**src/sap_pkg.sv**
```systemverilog
// Purpose: Shared constants of the serial audio receive/transmit port
// Assumes: pclk at 250 MHz, APB with 32-bit data
// Notes: Byte addresses, field positions, reset values and timing counts
package sap_pkg;

  // ==========================================================
  // Register byte addresses
  localparam logic [11:0] ADDR_CTRL = 12'h000;
  localparam logic [11:0] ADDR_IN_MAP = 12'h004;
  localparam logic [11:0] ADDR_OUT_MAP_LO = 12'h008;
  localparam logic [11:0] ADDR_OUT_MAP_HI = 12'h00C;
  localparam logic [11:0] ADDR_STATUS = 12'h010;
  localparam logic [11:0] ADDR_IRQ_STAT = 12'h014;
  localparam logic [11:0] ADDR_IRQ_MASK = 12'h018;
  localparam logic [11:0] ADDR_RX_CH0 = 12'h01C;
  localparam logic [11:0] ADDR_RX_CH1 = 12'h020;

  // ==========================================================
  // Control register fields
  localparam int CTRL_SLOT_LSB = 0;
  localparam int CTRL_DATA_LSB = 2;
  localparam int CTRL_ALIGN_LSB = 4;
  localparam int CTRL_SCK_POL = 6;
  localparam int CTRL_EDGE_SEL = 7;
  localparam int CTRL_LSB_FIRST = 8;
  localparam int CTRL_TX_EN = 9;
  localparam int CTRL_W = 10;
  localparam logic [9:0] CTRL_RESET = 10'h00A;

  // Size codes for slot size and data size
  localparam logic [1:0] SIZE_16 = 2'h0;
  localparam logic [1:0] SIZE_24 = 2'h1;
  localparam logic [1:0] SIZE_32 = 2'h2;

  // Alignment codes
  localparam logic [1:0] ALIGN_I2S = 2'h0;
  localparam logic [1:0] ALIGN_LEFT = 2'h1;
  localparam logic [1:0] ALIGN_RIGHT = 2'h2;

  // Input map: slot for channel 0 in [3:0], channel 1 in [7:4]
  localparam logic [7:0] IN_MAP_RESET = 8'h10;
  // Output map: four bits per slot, 0 silent, 1 processed ch 1, 2 processed ch 2
  localparam logic [31:0] OUT_MAP_LO_RESET = 32'h0000_0021;
  localparam logic [31:0] OUT_MAP_HI_RESET = 32'h0000_0000;
  localparam logic [3:0] SRC_PROC1 = 4'h1;
  localparam logic [3:0] SRC_PROC2 = 4'h2;

  // Interrupt status bits
  localparam int IRQ_LOCK_LOST = 0;
  localparam int IRQ_INPUT_ERR = 1;
  localparam int IRQ_LOCKED = 2;
  localparam int IRQ_W = 3;

  // ==========================================================
  // Timing
  localparam int PCLK_KHZ = 250000;
  localparam int BCLK_MAX_KHZ = 24576;
  localparam int BCLK_MIN_CYC = PCLK_KHZ / BCLK_MAX_KHZ;
  localparam int LOSS_NS = 4000;
  localparam int LOSS_CYC = LOSS_NS * (PCLK_KHZ / 1000) / 1000;
  localparam int LOCK_FRAMES = 2;

endpackage

```
**src/sap_sync.sv**
```systemverilog
// Purpose: Two-stage synchroniser for pins from outside the pclk domain
// Assumes: Inputs change asynchronously to pclk
// Notes: The first stage feeds only the second stage
`timescale 1ns/1ns
`default_nettype none
module sap_sync #(
  parameter int W = 3
) (
  input wire logic pclk,
  input wire logic presetn,
  input wire logic [W-1:0] async_in,
  output logic [W-1:0] sync_out
);

  typedef struct packed {
    logic [W-1:0] meta;
    logic [W-1:0] stable;
  } sap_sync_state_t;

  sap_sync_state_t s;
  sap_sync_state_t next_s;

  always_comb begin
    next_s.meta = async_in;
    next_s.stable = s.meta;
  end

  always_ff @(posedge pclk or negedge presetn) begin
    if (!presetn) begin
      s <= '0;
    end else begin
      s <= next_s;
    end
  end

  assign sync_out = s.stable;

endmodule
`default_nettype wire

```
**src/sap_port_top.sv**
```systemverilog
// Purpose: Serial audio port: two-channel/TDM receiver and transmitter with APB registers
// Assumes: Source drives bit clock, word clock and data; processed audio arrives on pclk
// Notes: Bit clock is oversampled by pclk; the lock tracker stands in for the core clock PLL
`timescale 1ns/1ns
`default_nettype none

// Overview of operation
// [RULE_01] Core runs only while locked to incoming bit and word clocks; no master clock.
// [RULE_02] Bit clock period is measured; rates above 24.576 MHz flag an error.
// [RULE_03] Source runs bit clock at rate times slot size times channel count.
// [RULE_04] Two-channel and TDM streams at 32 to 192 kHz are accepted.
// [RULE_05] Data word length of 16, 24 or 32 bits set by data size.
// [RULE_06] Port only listens to bit clock and word clock, never drives them.
// [RULE_07] Up to sixteen slots per frame on the single data line.
// [RULE_08] Frame begins at chosen word clock edge; other transitions ignored.
// [RULE_09] Slots counted between frame starts become the detected channel count.
// [RULE_10] Detection works only when format settings match the source.
// [RULE_11] Alignment of data within each slot is set by software.
// [RULE_12] Input map picks which received slots feed processing channels.
// [RULE_13] Output uses the same slot, data, alignment, polarity, edge, bit order.
// [RULE_14] Output data driven only while transmit enable is set.
// [RULE_15] Each of sixteen output slots picks its source; default channels one, two.
// [RULE_16] Lost clocks halt the core and flag lock loss; resumes on return.
// [RULE_17] Malformed frames flag an input error on its own bit.
// [RULE_18] Standard alignment is left-aligned, one bit late, any channel count.
// [RULE_19] Data sampled on polarity-selected edge, MSB first unless LSB first set.
module sap_port_top #(
  parameter int MAX_SLOTS = 16
) (
  input wire logic pclk,
  input wire logic presetn,
  input wire logic [11:0] paddr,
  input wire logic psel,
  input wire logic penable,
  input wire logic pwrite,
  input wire logic [31:0] pwdata,
  output logic [31:0] prdata,
  output logic pready,
  output logic pslverr,
  input wire logic bit_clock_pin,
  input wire logic frame_word_clock_pin,
  input wire logic serial_audio_in_pin,
  output logic serial_audio_out_pin,
  output logic serial_audio_out_oe,
  input wire logic [31:0] proc_ch1_data,
  input wire logic [31:0] proc_ch2_data,
  output logic [31:0] rx_ch0_data,
  output logic [31:0] rx_ch1_data,
  output logic rx_valid,
  output logic core_run,
  output logic irq
);

  // ==========================================================
  // Elaboration check
  if (MAX_SLOTS < 2 || MAX_SLOTS > 16) begin : g_bad_slots
    $error("MAX_SLOTS must lie between 2 and 16");
  end

  // ==========================================================
  // State
  typedef struct packed {
    logic [31:0] prdata;
    logic pready;
    logic pslverr;
    logic [9:0] ctrl;
    logic [7:0] in_map;
    logic [63:0] out_map;
    logic [2:0] irq_stat;
    logic [2:0] irq_mask;
    logic irq;
    logic bclk_prev;
    logic bclk_seen;
    logic [9:0] per_cnt;
    logic [9:0] bclk_per;
    logic wclk_prev;
    logic [4:0] slot;
    logic [4:0] sbit;
    logic [31:0] shreg;
    logic [31:0] ch0;
    logic [31:0] ch1;
    logic [4:0] chan_cnt;
    logic [1:0] good_frames;
    logic seen_start;
    logic locked;
    logic [31:0] rx_ch0_data;
    logic [31:0] rx_ch1_data;
    logic rx_valid;
    logic sdo;
    logic sdo_oe;
  } sap_state_t;

  sap_state_t s;
  sap_state_t next_s;

  logic [2:0] pins_sync;

  // [RULE_06] Clock pins are inputs only
  sap_sync #(
    .W(3)
  ) u_sync (
    .pclk(pclk),
    .presetn(presetn),
    .async_in({serial_audio_in_pin, frame_word_clock_pin, bit_clock_pin}),
    .sync_out(pins_sync)
  );

  // ==========================================================
  // Helpers
  // [RULE_05] Size code to bit count
  function automatic logic [5:0] sap_size(input logic [1:0] code);
    if (code == sap_pkg::SIZE_16) begin
      return 6'd16;
    end else if (code == sap_pkg::SIZE_24) begin
      return 6'd24;
    end else begin
      return 6'd32;
    end
  endfunction

  // [RULE_11] Slot bit to word bit; [5] marks a data bit, word is MSB-aligned
  function automatic logic [5:0] sap_bit_pos(input logic [4:0] sbit, input logic [5:0] ss,
                                            input logic [5:0] ds, input logic [1:0] al,
                                            input logic lsb);
    logic [5:0] off;
    logic [5:0] k;
    logic [5:0] p;
    off = (al == sap_pkg::ALIGN_RIGHT) ? 6'(ss - ds) : 6'd0;
    k = 6'({1'b0, sbit} - off);
    // [RULE_19] Bit order select
    p = lsb ? 6'(6'd32 - ds + k) : 6'(6'd31 - k);
    return {({1'b0, sbit} >= off) && (k < ds), p[4:0]};
  endfunction

  // ==========================================================
  // Next state
  always_comb begin
    logic bclk;
    logic wclk;
    logic din;
    logic rise;
    logic fall;
    logic sample;
    logic launch;
    logic fs;
    logic i2s;
    logic [5:0] ss;
    logic [5:0] ds;
    logic [5:0] bp;
    logic [4:0] cslot;
    logic [4:0] csbit;
    logic [4:0] nslot;
    logic [4:0] nsbit;
    logic [4:0] chk_slot;
    logic [4:0] chk_sbit;
    logic do_check;
    logic frame_ok;
    logic loss;
    logic [2:0] ev;
    logic [31:0] word;
    logic [4:0] tslot;
    logic [3:0] src;
    logic [31:0] tword;
    logic setup;
    logic wr;
    logic [2:0] w1c;

    next_s = s;
    bclk = pins_sync[0];
    wclk = pins_sync[1];
    din = pins_sync[2];
    rise = bclk && !s.bclk_prev;
    fall = !bclk && s.bclk_prev;
    sample = s.ctrl[sap_pkg::CTRL_SCK_POL] ? fall : rise;
    launch = s.ctrl[sap_pkg::CTRL_SCK_POL] ? rise : fall;
    i2s = (s.ctrl[sap_pkg::CTRL_ALIGN_LSB +: 2] == sap_pkg::ALIGN_I2S);
    ss = sap_size(s.ctrl[sap_pkg::CTRL_SLOT_LSB +: 2]);
    ds = sap_size(s.ctrl[sap_pkg::CTRL_DATA_LSB +: 2]);
    fs = 1'b0;
    bp = 6'd0;
    cslot = s.slot;
    csbit = s.sbit;
    nslot = s.slot;
    nsbit = s.sbit;
    chk_slot = 5'd0;
    chk_sbit = 5'd0;
    do_check = 1'b0;
    frame_ok = 1'b0;
    loss = 1'b0;
    ev = 3'b000;
    word = 32'h0000_0000;
    tslot = 5'd0;
    src = 4'h0;
    tword = 32'h0000_0000;
    next_s.bclk_prev = bclk;
    next_s.rx_valid = 1'b0;

    // ========================================================
    // Bit clock watch
    if (s.per_cnt != 10'(sap_pkg::LOSS_CYC)) begin
      next_s.per_cnt = 10'(s.per_cnt + 10'd1);
    end
    // [RULE_16] Bit clock silent too long
    if (s.per_cnt == 10'(sap_pkg::LOSS_CYC - 1)) begin
      loss = 1'b1;
    end

    // ========================================================
    // Receive on the sample edge
    if (sample) begin
      next_s.per_cnt = 10'd0;
      next_s.bclk_seen = 1'b1;
      // [RULE_02] Measured period; too short means the rate is over the limit
      if (s.bclk_seen) begin
        next_s.bclk_per = s.per_cnt;
        if (s.per_cnt < 10'(sap_pkg::BCLK_MIN_CYC - 1)) begin
          ev[sap_pkg::IRQ_INPUT_ERR] = 1'b1;
        end
      end
      next_s.wclk_prev = wclk;
      // [RULE_08] Only the selected word clock edge opens a frame
      fs = s.ctrl[sap_pkg::CTRL_EDGE_SEL] ? (wclk && !s.wclk_prev) : (!wclk && s.wclk_prev);
      // Left or right alignment: frame start bit is slot 0 bit 0
      if (fs && !i2s) begin
        do_check = 1'b1;
        chk_slot = s.slot;
        chk_sbit = s.sbit;
        cslot = 5'd0;
        csbit = 5'd0;
      end
      // [RULE_19] Capture the bit into its word position
      bp = sap_bit_pos(csbit, ss, ds, s.ctrl[sap_pkg::CTRL_ALIGN_LSB +: 2],
                       s.ctrl[sap_pkg::CTRL_LSB_FIRST]);
      word = s.shreg;
      if (bp[5]) begin
        word[bp[4:0]] = din;
      end
      next_s.shreg = word;
      if ({1'b0, csbit} == 6'(ss - 6'd1)) begin
        // [RULE_12] Slot complete: route to processing channels
        if (cslot == {1'b0, s.in_map[3:0]}) begin
          next_s.ch0 = word;
        end
        if (cslot == {1'b0, s.in_map[7:4]}) begin
          next_s.ch1 = word;
        end
        next_s.shreg = 32'h0000_0000;
        nslot = 5'(cslot + 5'd1);
        nsbit = 5'd0;
        // [RULE_16] Word clock missing: more slots than a frame can hold
        if (nslot > 5'(MAX_SLOTS) && !fs) begin
          loss = 1'b1;
        end
      end else begin
        nslot = cslot;
        nsbit = 5'(csbit + 5'd1);
      end
      // [RULE_18] Standard alignment: frame start bit is the previous frame's last
      if (fs && i2s) begin
        do_check = 1'b1;
        chk_slot = nslot;
        chk_sbit = nsbit;
        nslot = 5'd0;
        nsbit = 5'd0;
      end
      next_s.slot = nslot;
      next_s.sbit = nsbit;
      if (do_check) begin
        next_s.seen_start = 1'b1;
        // [RULE_07] One to sixteen whole slots form a good frame
        frame_ok = (chk_sbit == 5'd0) && (chk_slot != 5'd0) && (chk_slot <= 5'(MAX_SLOTS));
        if (!s.seen_start) begin
          next_s.good_frames = 2'd0;
        end else if (!frame_ok) begin
          // [RULE_17] Malformed frame
          ev[sap_pkg::IRQ_INPUT_ERR] = 1'b1;
          next_s.good_frames = 2'd0;
          if (s.locked) begin
            next_s.locked = 1'b0;
            ev[sap_pkg::IRQ_LOCK_LOST] = 1'b1;
          end
        end else if (chk_slot == s.chan_cnt) begin
          if (s.good_frames != 2'(sap_pkg::LOCK_FRAMES - 1)) begin
            next_s.good_frames = 2'(s.good_frames + 2'd1);
          end else if (!s.locked) begin
            // [RULE_01] Stable frames: core may run
            next_s.locked = 1'b1;
            ev[sap_pkg::IRQ_LOCKED] = 1'b1;
          end
        end else begin
          // [RULE_09] New channel count detected
          next_s.chan_cnt = chk_slot;
          next_s.good_frames = 2'd0;
          if (s.locked) begin
            next_s.locked = 1'b0;
            ev[sap_pkg::IRQ_LOCK_LOST] = 1'b1;
          end
        end
        if (s.locked && next_s.locked && frame_ok && !loss) begin
          next_s.rx_ch0_data = next_s.ch0;
          next_s.rx_ch1_data = next_s.ch1;
          next_s.rx_valid = 1'b1;
        end
      end
    end

    // [RULE_16] Clock loss halts the core until frames lock again
    if (loss) begin
      next_s.seen_start = 1'b0;
      next_s.good_frames = 2'd0;
      next_s.bclk_seen = 1'b0;
      next_s.slot = 5'd0;
      next_s.sbit = 5'd0;
      next_s.shreg = 32'h0000_0000;
      if (s.locked) begin
        next_s.locked = 1'b0;
        ev[sap_pkg::IRQ_LOCK_LOST] = 1'b1;
      end
    end

    // ========================================================
    // Transmit on the launch edge
    // [RULE_14] Drive only while enabled and running
    next_s.sdo_oe = s.ctrl[sap_pkg::CTRL_TX_EN] && s.locked;
    if (!next_s.sdo_oe) begin
      next_s.sdo = 1'b0;
    end else if (launch) begin
      // Predict the wrap so the first bit of a new frame is ready in time
      tslot = (s.slot == s.chan_cnt) ? 5'd0 : s.slot;
      // [RULE_15] Per-slot source select
      src = s.out_map[{tslot[3:0], 2'b00} +: 4];
      if (src == sap_pkg::SRC_PROC1) begin
        tword = proc_ch1_data;
      end else if (src == sap_pkg::SRC_PROC2) begin
        tword = proc_ch2_data;
      end
      // [RULE_13] Same format settings as the receiver
      bp = sap_bit_pos(s.sbit, ss, ds, s.ctrl[sap_pkg::CTRL_ALIGN_LSB +: 2],
                       s.ctrl[sap_pkg::CTRL_LSB_FIRST]);
      next_s.sdo = bp[5] && (tslot < 5'(MAX_SLOTS)) ? tword[bp[4:0]] : 1'b0;
    end

    // ========================================================
    // APB slave, zero wait states
    next_s.pready = 1'b1;
    setup = psel && !penable;
    wr = psel && penable && pwrite && s.pready;
    w1c = 3'b000;
    if (setup) begin
      next_s.pslverr = 1'b0;
      next_s.prdata = 32'h0000_0000;
      if (paddr == sap_pkg::ADDR_CTRL) begin
        next_s.prdata = {22'h00_0000, s.ctrl};
      end else if (paddr == sap_pkg::ADDR_IN_MAP) begin
        next_s.prdata = {24'h00_0000, s.in_map};
      end else if (paddr == sap_pkg::ADDR_OUT_MAP_LO) begin
        next_s.prdata = s.out_map[31:0];
      end else if (paddr == sap_pkg::ADDR_OUT_MAP_HI) begin
        next_s.prdata = s.out_map[63:32];
      end else if (paddr == sap_pkg::ADDR_STATUS) begin
        next_s.prdata = {6'h00, s.bclk_per, 10'h000, s.chan_cnt, s.locked};
      end else if (paddr == sap_pkg::ADDR_IRQ_STAT) begin
        next_s.prdata = {29'h0000_0000, s.irq_stat};
      end else if (paddr == sap_pkg::ADDR_IRQ_MASK) begin
        next_s.prdata = {29'h0000_0000, s.irq_mask};
      end else if (paddr == sap_pkg::ADDR_RX_CH0) begin
        next_s.prdata = s.rx_ch0_data;
      end else if (paddr == sap_pkg::ADDR_RX_CH1) begin
        next_s.prdata = s.rx_ch1_data;
      end else begin
        next_s.pslverr = 1'b1;
      end
    end
    if (wr) begin
      if (paddr == sap_pkg::ADDR_CTRL) begin
        // [RULE_10] Format must match the source for detection to hold
        next_s.ctrl = pwdata[sap_pkg::CTRL_W-1:0];
      end else if (paddr == sap_pkg::ADDR_IN_MAP) begin
        next_s.in_map = pwdata[7:0];
      end else if (paddr == sap_pkg::ADDR_OUT_MAP_LO) begin
        next_s.out_map[31:0] = pwdata;
      end else if (paddr == sap_pkg::ADDR_OUT_MAP_HI) begin
        next_s.out_map[63:32] = pwdata;
      end else if (paddr == sap_pkg::ADDR_IRQ_STAT) begin
        w1c = pwdata[sap_pkg::IRQ_W-1:0];
      end else if (paddr == sap_pkg::ADDR_IRQ_MASK) begin
        next_s.irq_mask = pwdata[sap_pkg::IRQ_W-1:0];
      end
    end

    // Sticky events: a new event wins over a clear in the same cycle
    next_s.irq_stat = (s.irq_stat & ~w1c) | ev;
    next_s.irq = |(next_s.irq_stat & next_s.irq_mask);
  end

  // ==========================================================
  // Registers
  always_ff @(posedge pclk or negedge presetn) begin
    if (!presetn) begin
      s <= '0;
      s.ctrl <= sap_pkg::CTRL_RESET;
      s.in_map <= sap_pkg::IN_MAP_RESET;
      s.out_map <= {sap_pkg::OUT_MAP_HI_RESET, sap_pkg::OUT_MAP_LO_RESET};
    end else begin
      s <= next_s;
    end
  end

  // ==========================================================
  // Outputs, all from flops
  assign prdata = s.prdata;
  assign pready = s.pready;
  assign pslverr = s.pslverr;
  assign serial_audio_out_pin = s.sdo;
  assign serial_audio_out_oe = s.sdo_oe;
  assign rx_ch0_data = s.rx_ch0_data;
  assign rx_ch1_data = s.rx_ch1_data;
  assign rx_valid = s.rx_valid;
  assign core_run = s.locked;
  assign irq = s.irq;

endmodule
`default_nettype wire

```
**config.mk**
```make
export PLATFORM = sky130hd
export DESIGN_NAME = sap_port_top
export DESIGN_NICKNAME = d
export VERILOG_FILES = /design/src/sap_pkg.sv /design/src/sap_sync.sv /design/src/sap_port_top.sv
export SDC_FILE = /design/constraint.sdc
export NUM_CORES = 1
export LEC_CHECK = 0
export ABC_AREA = 1
export BUFFER_PORTS_ARGS = -buffer_cell sky130_fd_sc_hd__clkbuf_2
export CORE_MARGIN = 4
export CORE_UTILIZATION = 43
export DETAILED_ROUTE_END_ITERATION = 8
export HOLD_SLACK_MARGIN = 0.15
export PLACE_DENSITY = 0.65
export SYNTH_ARGS = -nofsm -noshare
export SYNTH_HDL_FRONTEND = slang
export SYNTH_SLANG_ARGS = --single-unit
export TNS_END_PERCENT = 1
```
**constraint.sdc**
```tcl
create_clock -name pclk -period 4.1 [get_ports pclk]
set_input_delay 0.205 -clock pclk [delete_from_list [all_inputs] [get_ports pclk]]
set_output_delay 0.205 -clock pclk [all_outputs]
set_load 0.005 [all_outputs]
```
==> impl_metrics.json <==
{
  "status": "finished, final reports clean",
  "drive_gt1_share_pct": 16.7,
  "cts-root-buf": "clkbuf_16",
  "die_h_um": 219,
  "skew_ps": 20.4,
  "post-route-period-util_pct": 98.1,
  "synth.avg_cell_area_sq_um": 7.65,
  "num_rows": 77,
  "grt_pass1_wl_mm": 95.3,
  "start_util_pct": 43.5,
  "crit_type": "flip-flop to flip-flop",
  "synth.largest_area_cell": "dfrtp_1",
  "clock_tree.buffer_depth": 3,
  "drv_slew": 0,
  "core_sq_um": 44100,
  "synthAdderAreaFrac_pct": 1.55,
  "io_pins": 219,
  "die_w_um": 219,
  "dr.pass1.iters": 5,
  "worstHoldPathType": "primary input to flip-flop",
  "yosys.area_share.simple_pct": 23.2,
  "final_common_cell": "nand2_1",
  "track_usage_pct": 25.0,
  "io_buffers": 218,
  "critical_path.slowest_cell": "dfstp_2",
  "required_ps": 4560,
  "switching_power_w": 0.00248,
  "finalHoldViolations": 0,
  "htree_levels": 2,
  "peakVddDrop_uv": 263,
  "dp.cells": 3174,
  "max_clock_freq_mhz": 249,
  "fin_nets": 2799,
  "hp-start": "paddr[5]",
  "fin_setup_tns_ps": 0,
  "reg2reg_slack_ps": 80,
  "synth_cell_type_count": 53,
  "min_period_ps": 4020,
  "gr-total-overflow": 0,
  "ff2ff_path_depth": 20,
  "synth_cells": 2508,
  "r2r-end": "rx_ch0_data[14]",
  "synthMuxAreaShare_pct": 1.29,
  "clk-insertion-delay-late_ps": 560,
  "grt_max_degree": 120,
  "cts_tree": "built",
  "startpoint": "s[287]",
  "layout_common_cells": "631 x nand2_1, 329 x dfrtp_1, 315 x inv_1",
  "antenna_cells": 0,
  "internal_power_w": 0.00596,
  "yosysSeqAreaShare_pct": 43.6,
  "dieArea_sq_um": 48100,
  "wl_mm": 60.8,
  "p_leak_nw": 11.5,
  "slowest_delay_ps": 530,
  "p_sw_share_pct": 29.4,
  "whs_path_depth": 4,
  "power.density_nw_per_um2": 380,
  "worst_pin_slew_ps": 1090,
  "wl_per_cell_um": 18.5,
  "cts_sinks": 334,
  "setup_viol": 0,
  "clkTransAtPathRegs_ps": 60,
  "crit_path_max_fanout": 16,
  "grt_pass1_vias": 16900,
  "worstPathArrival_ps": 4480,
  "rsz0062_at_grt": "yes",
  "synth_fp_nets": 2646,
  "routed_via_density": 5.42,
  "path_cells": "nor2_1 -> ha_1 -> fa_1 -> inv_1 -> nand2_1 -> fa_2 -> xor2_1 -> ha_1 -> nand2_1 -> nor2_1 -> a211oi_2 -> and3_4 -> buf_12 -> buf_12 -> and3_1 -> mux2i_2 -> o21a_1 -> inv_1 -> nand4_1 -> nand2_1",
  "yosys_warnings": 0,
  "power.share.combinational_pct": 17.0,
  "routed-via-count": 17800,
  "synth_compound_area_share_pct": 15.8,
  "relSlewSlack_pct": 27.2,
  "ys_ff_latch": 334,
  "cts_buffers": 40,
  "dpl.hpwl_mm": 42.8,
  "synth_top_family_by_area": "simple AND/OR/NAND/NOR gates",
  "path_common_cell": "nand2_1",
  "dpl_cell_area_sq_um": 20500,
  "yosys.area_share.xor_xnor_pct": 1.09,
  "endpoint_kind": "flip-flop",
  "p_total_w": 0.00844,
  "place.gp.congestion": 0.930,
  "critical_path.top_delay_family": "adder cells",
  "p_seq_share_pct": 41.5,
  "antenna_found_initial": 0,
  "pwr-share-clk_pct": 41.4,
  "hold_end": "pslverr",
  "area_delta_synth_final_pct": 15.7,
  "ant_nets": 0,
  "stdcell_area_sq_um": 22200,
  "syn-cell-area_sq_um": 19200,
  "setup.worst_path.start_class": "flip-flop",
  "synth_top_area_share_pct": 42.9,
  "path_depth": 20,
  "reg2reg_from": "s[287]",
  "cap_viol_max_count": 0,
  "crit_buf_inv": 4,
  "drt_first_iter_violations": 1605,
  "fin_cells": 3280,
  "drc": 0,
  "synth_area_leaders": "dfrtp_1 43%, nand2_1 12%, o21ai_0 8.1%"
}
-- sequential cells by signal (all words and copies together), names as in the netlist --
| register | flops |
|---|---|
| irq | 1 |
| u_sync.sync_out | 3 |
| serial_audio_out_oe | 1 |
| serial_audio_out_pin | 1 |
| pslverr | 1 |
| rx_ch0_data | 32 |
| prdata | 32 |
| u_sync.next_s | 3 |
| pready | 1 |
| rx_ch1_data | 32 |
| s | 225 |
| rx_valid | 1 |
| core_run | 1 |
-- final cells by class --
type / instances / area [sq um]
Clock buffer: 54 / 1160
Clock inverter: 15 / 124
Fill cell: 4303 / 21900
Inverter: 330 / 1240
Multi-Input combinational cell: 1618 / 8340
Sequential cell: 334 / 8360
Tap cell: 592 / 741
Timing Repair Buffer: 337 / 2230
-- cells by family after synthesis --
group | after synthesis
simple gates | 1025
buf+inv | 556
compound gates | 524
flops | 334
xor+xnor | 23
mux | 23
fa+ha+maj | 22
other cells | 1
-- worst reg2reg max path: cells and delay by family, from the launching register on --
kind	cells	cell delay [ps]
simple gates	8	790
buf+inv	4	420
mux	1	290
flops	1	530
xor+xnor	1	170
fa+ha+maj	4	1390
compound gates	2	350
-- power groups by stage --
stage	Sequential [W]	Clock (W)	Combinational [W]
after floorplan	0.00353	0	0.000835
after global placement	0.00355	0	0.00136
after detailed placement	0.00356	0	0.00138
after CTS	0.00350	0.00355	0.00142
after global routing	0.00352	0.00369	0.00159
final	0.00350	0.00350	0.00144
-- cell usage after synthesis (all sizes together) --
master     n
and3      10
fa         3
xnor2      3
nor2      85
a21oi     42
o2111ai    8
buf      134
nand2    645
nor4       4
o21ai    321
inv      327
clkinv     3
a32oi      1
o21a      66
o31ai      2
o221ai     8
o21bai     1
a221oi    10
xor2      20
nand4     74
mux2      14
nor3      17
dfstp      5
o32ai      6
a211oi     2
nand3b     2
clkbuf    92
a2111oi    2
ha        19
a31oi      8
nand3    178
nor3b      2
mux2i      9
dfrtp    329
a22oi      2
o211ai    15
or2        8
o22ai     30
conb       1
-- layer usage --
| layer | GRT usage (%) | part of all wire [%] |
|---|---|---|
| met1 | 35.1 | 44 |
| met2 | 39.5 | 46 |
| met3 | 4.14 | 7.4 |
| met4 | 8.19 | 3.3 |
| met5 | 0 | 0 |
-- through the flow --
step | hold slack, ps | setup WS (ps) | utilization [%]
2_1_floorplan | -90.6 | 69.5 | -
3_3_place_gp | 317 | 87.4 | 46.4
3_5_place_dp | 316 | -51.7 | 46.4
4_1_cts | 186 | 1.74 | 50.2
5_1_grt | 230 | -134 | 50.3
6_report | 220 | 79.6 | 50.3
-- worst max path at each step --
stage,endpoint,slack (ps)
2_1_floorplan,rx_ch0_data[7],70
3_3_place_gp,rx_ch0_data[14],90
3_5_place_dp,rx_ch0_data[14],-50
4_1_cts,rx_ch0_data[14],2
5_1_grt,rx_ch0_data[9],-130
6_report,rx_ch0_data[14],80
-- repair_timing --
action                                 in CTS  in global routing
endpoints found under the hold margin     187                  0
pin swaps                                   1                  3
setup endpoints to repair                   3                145
setup buffers                               1                  0
gates resized for setup                     1                 26
hold buffers                               36                  0
No activity file was read; power rests on OpenSTA's default activity.
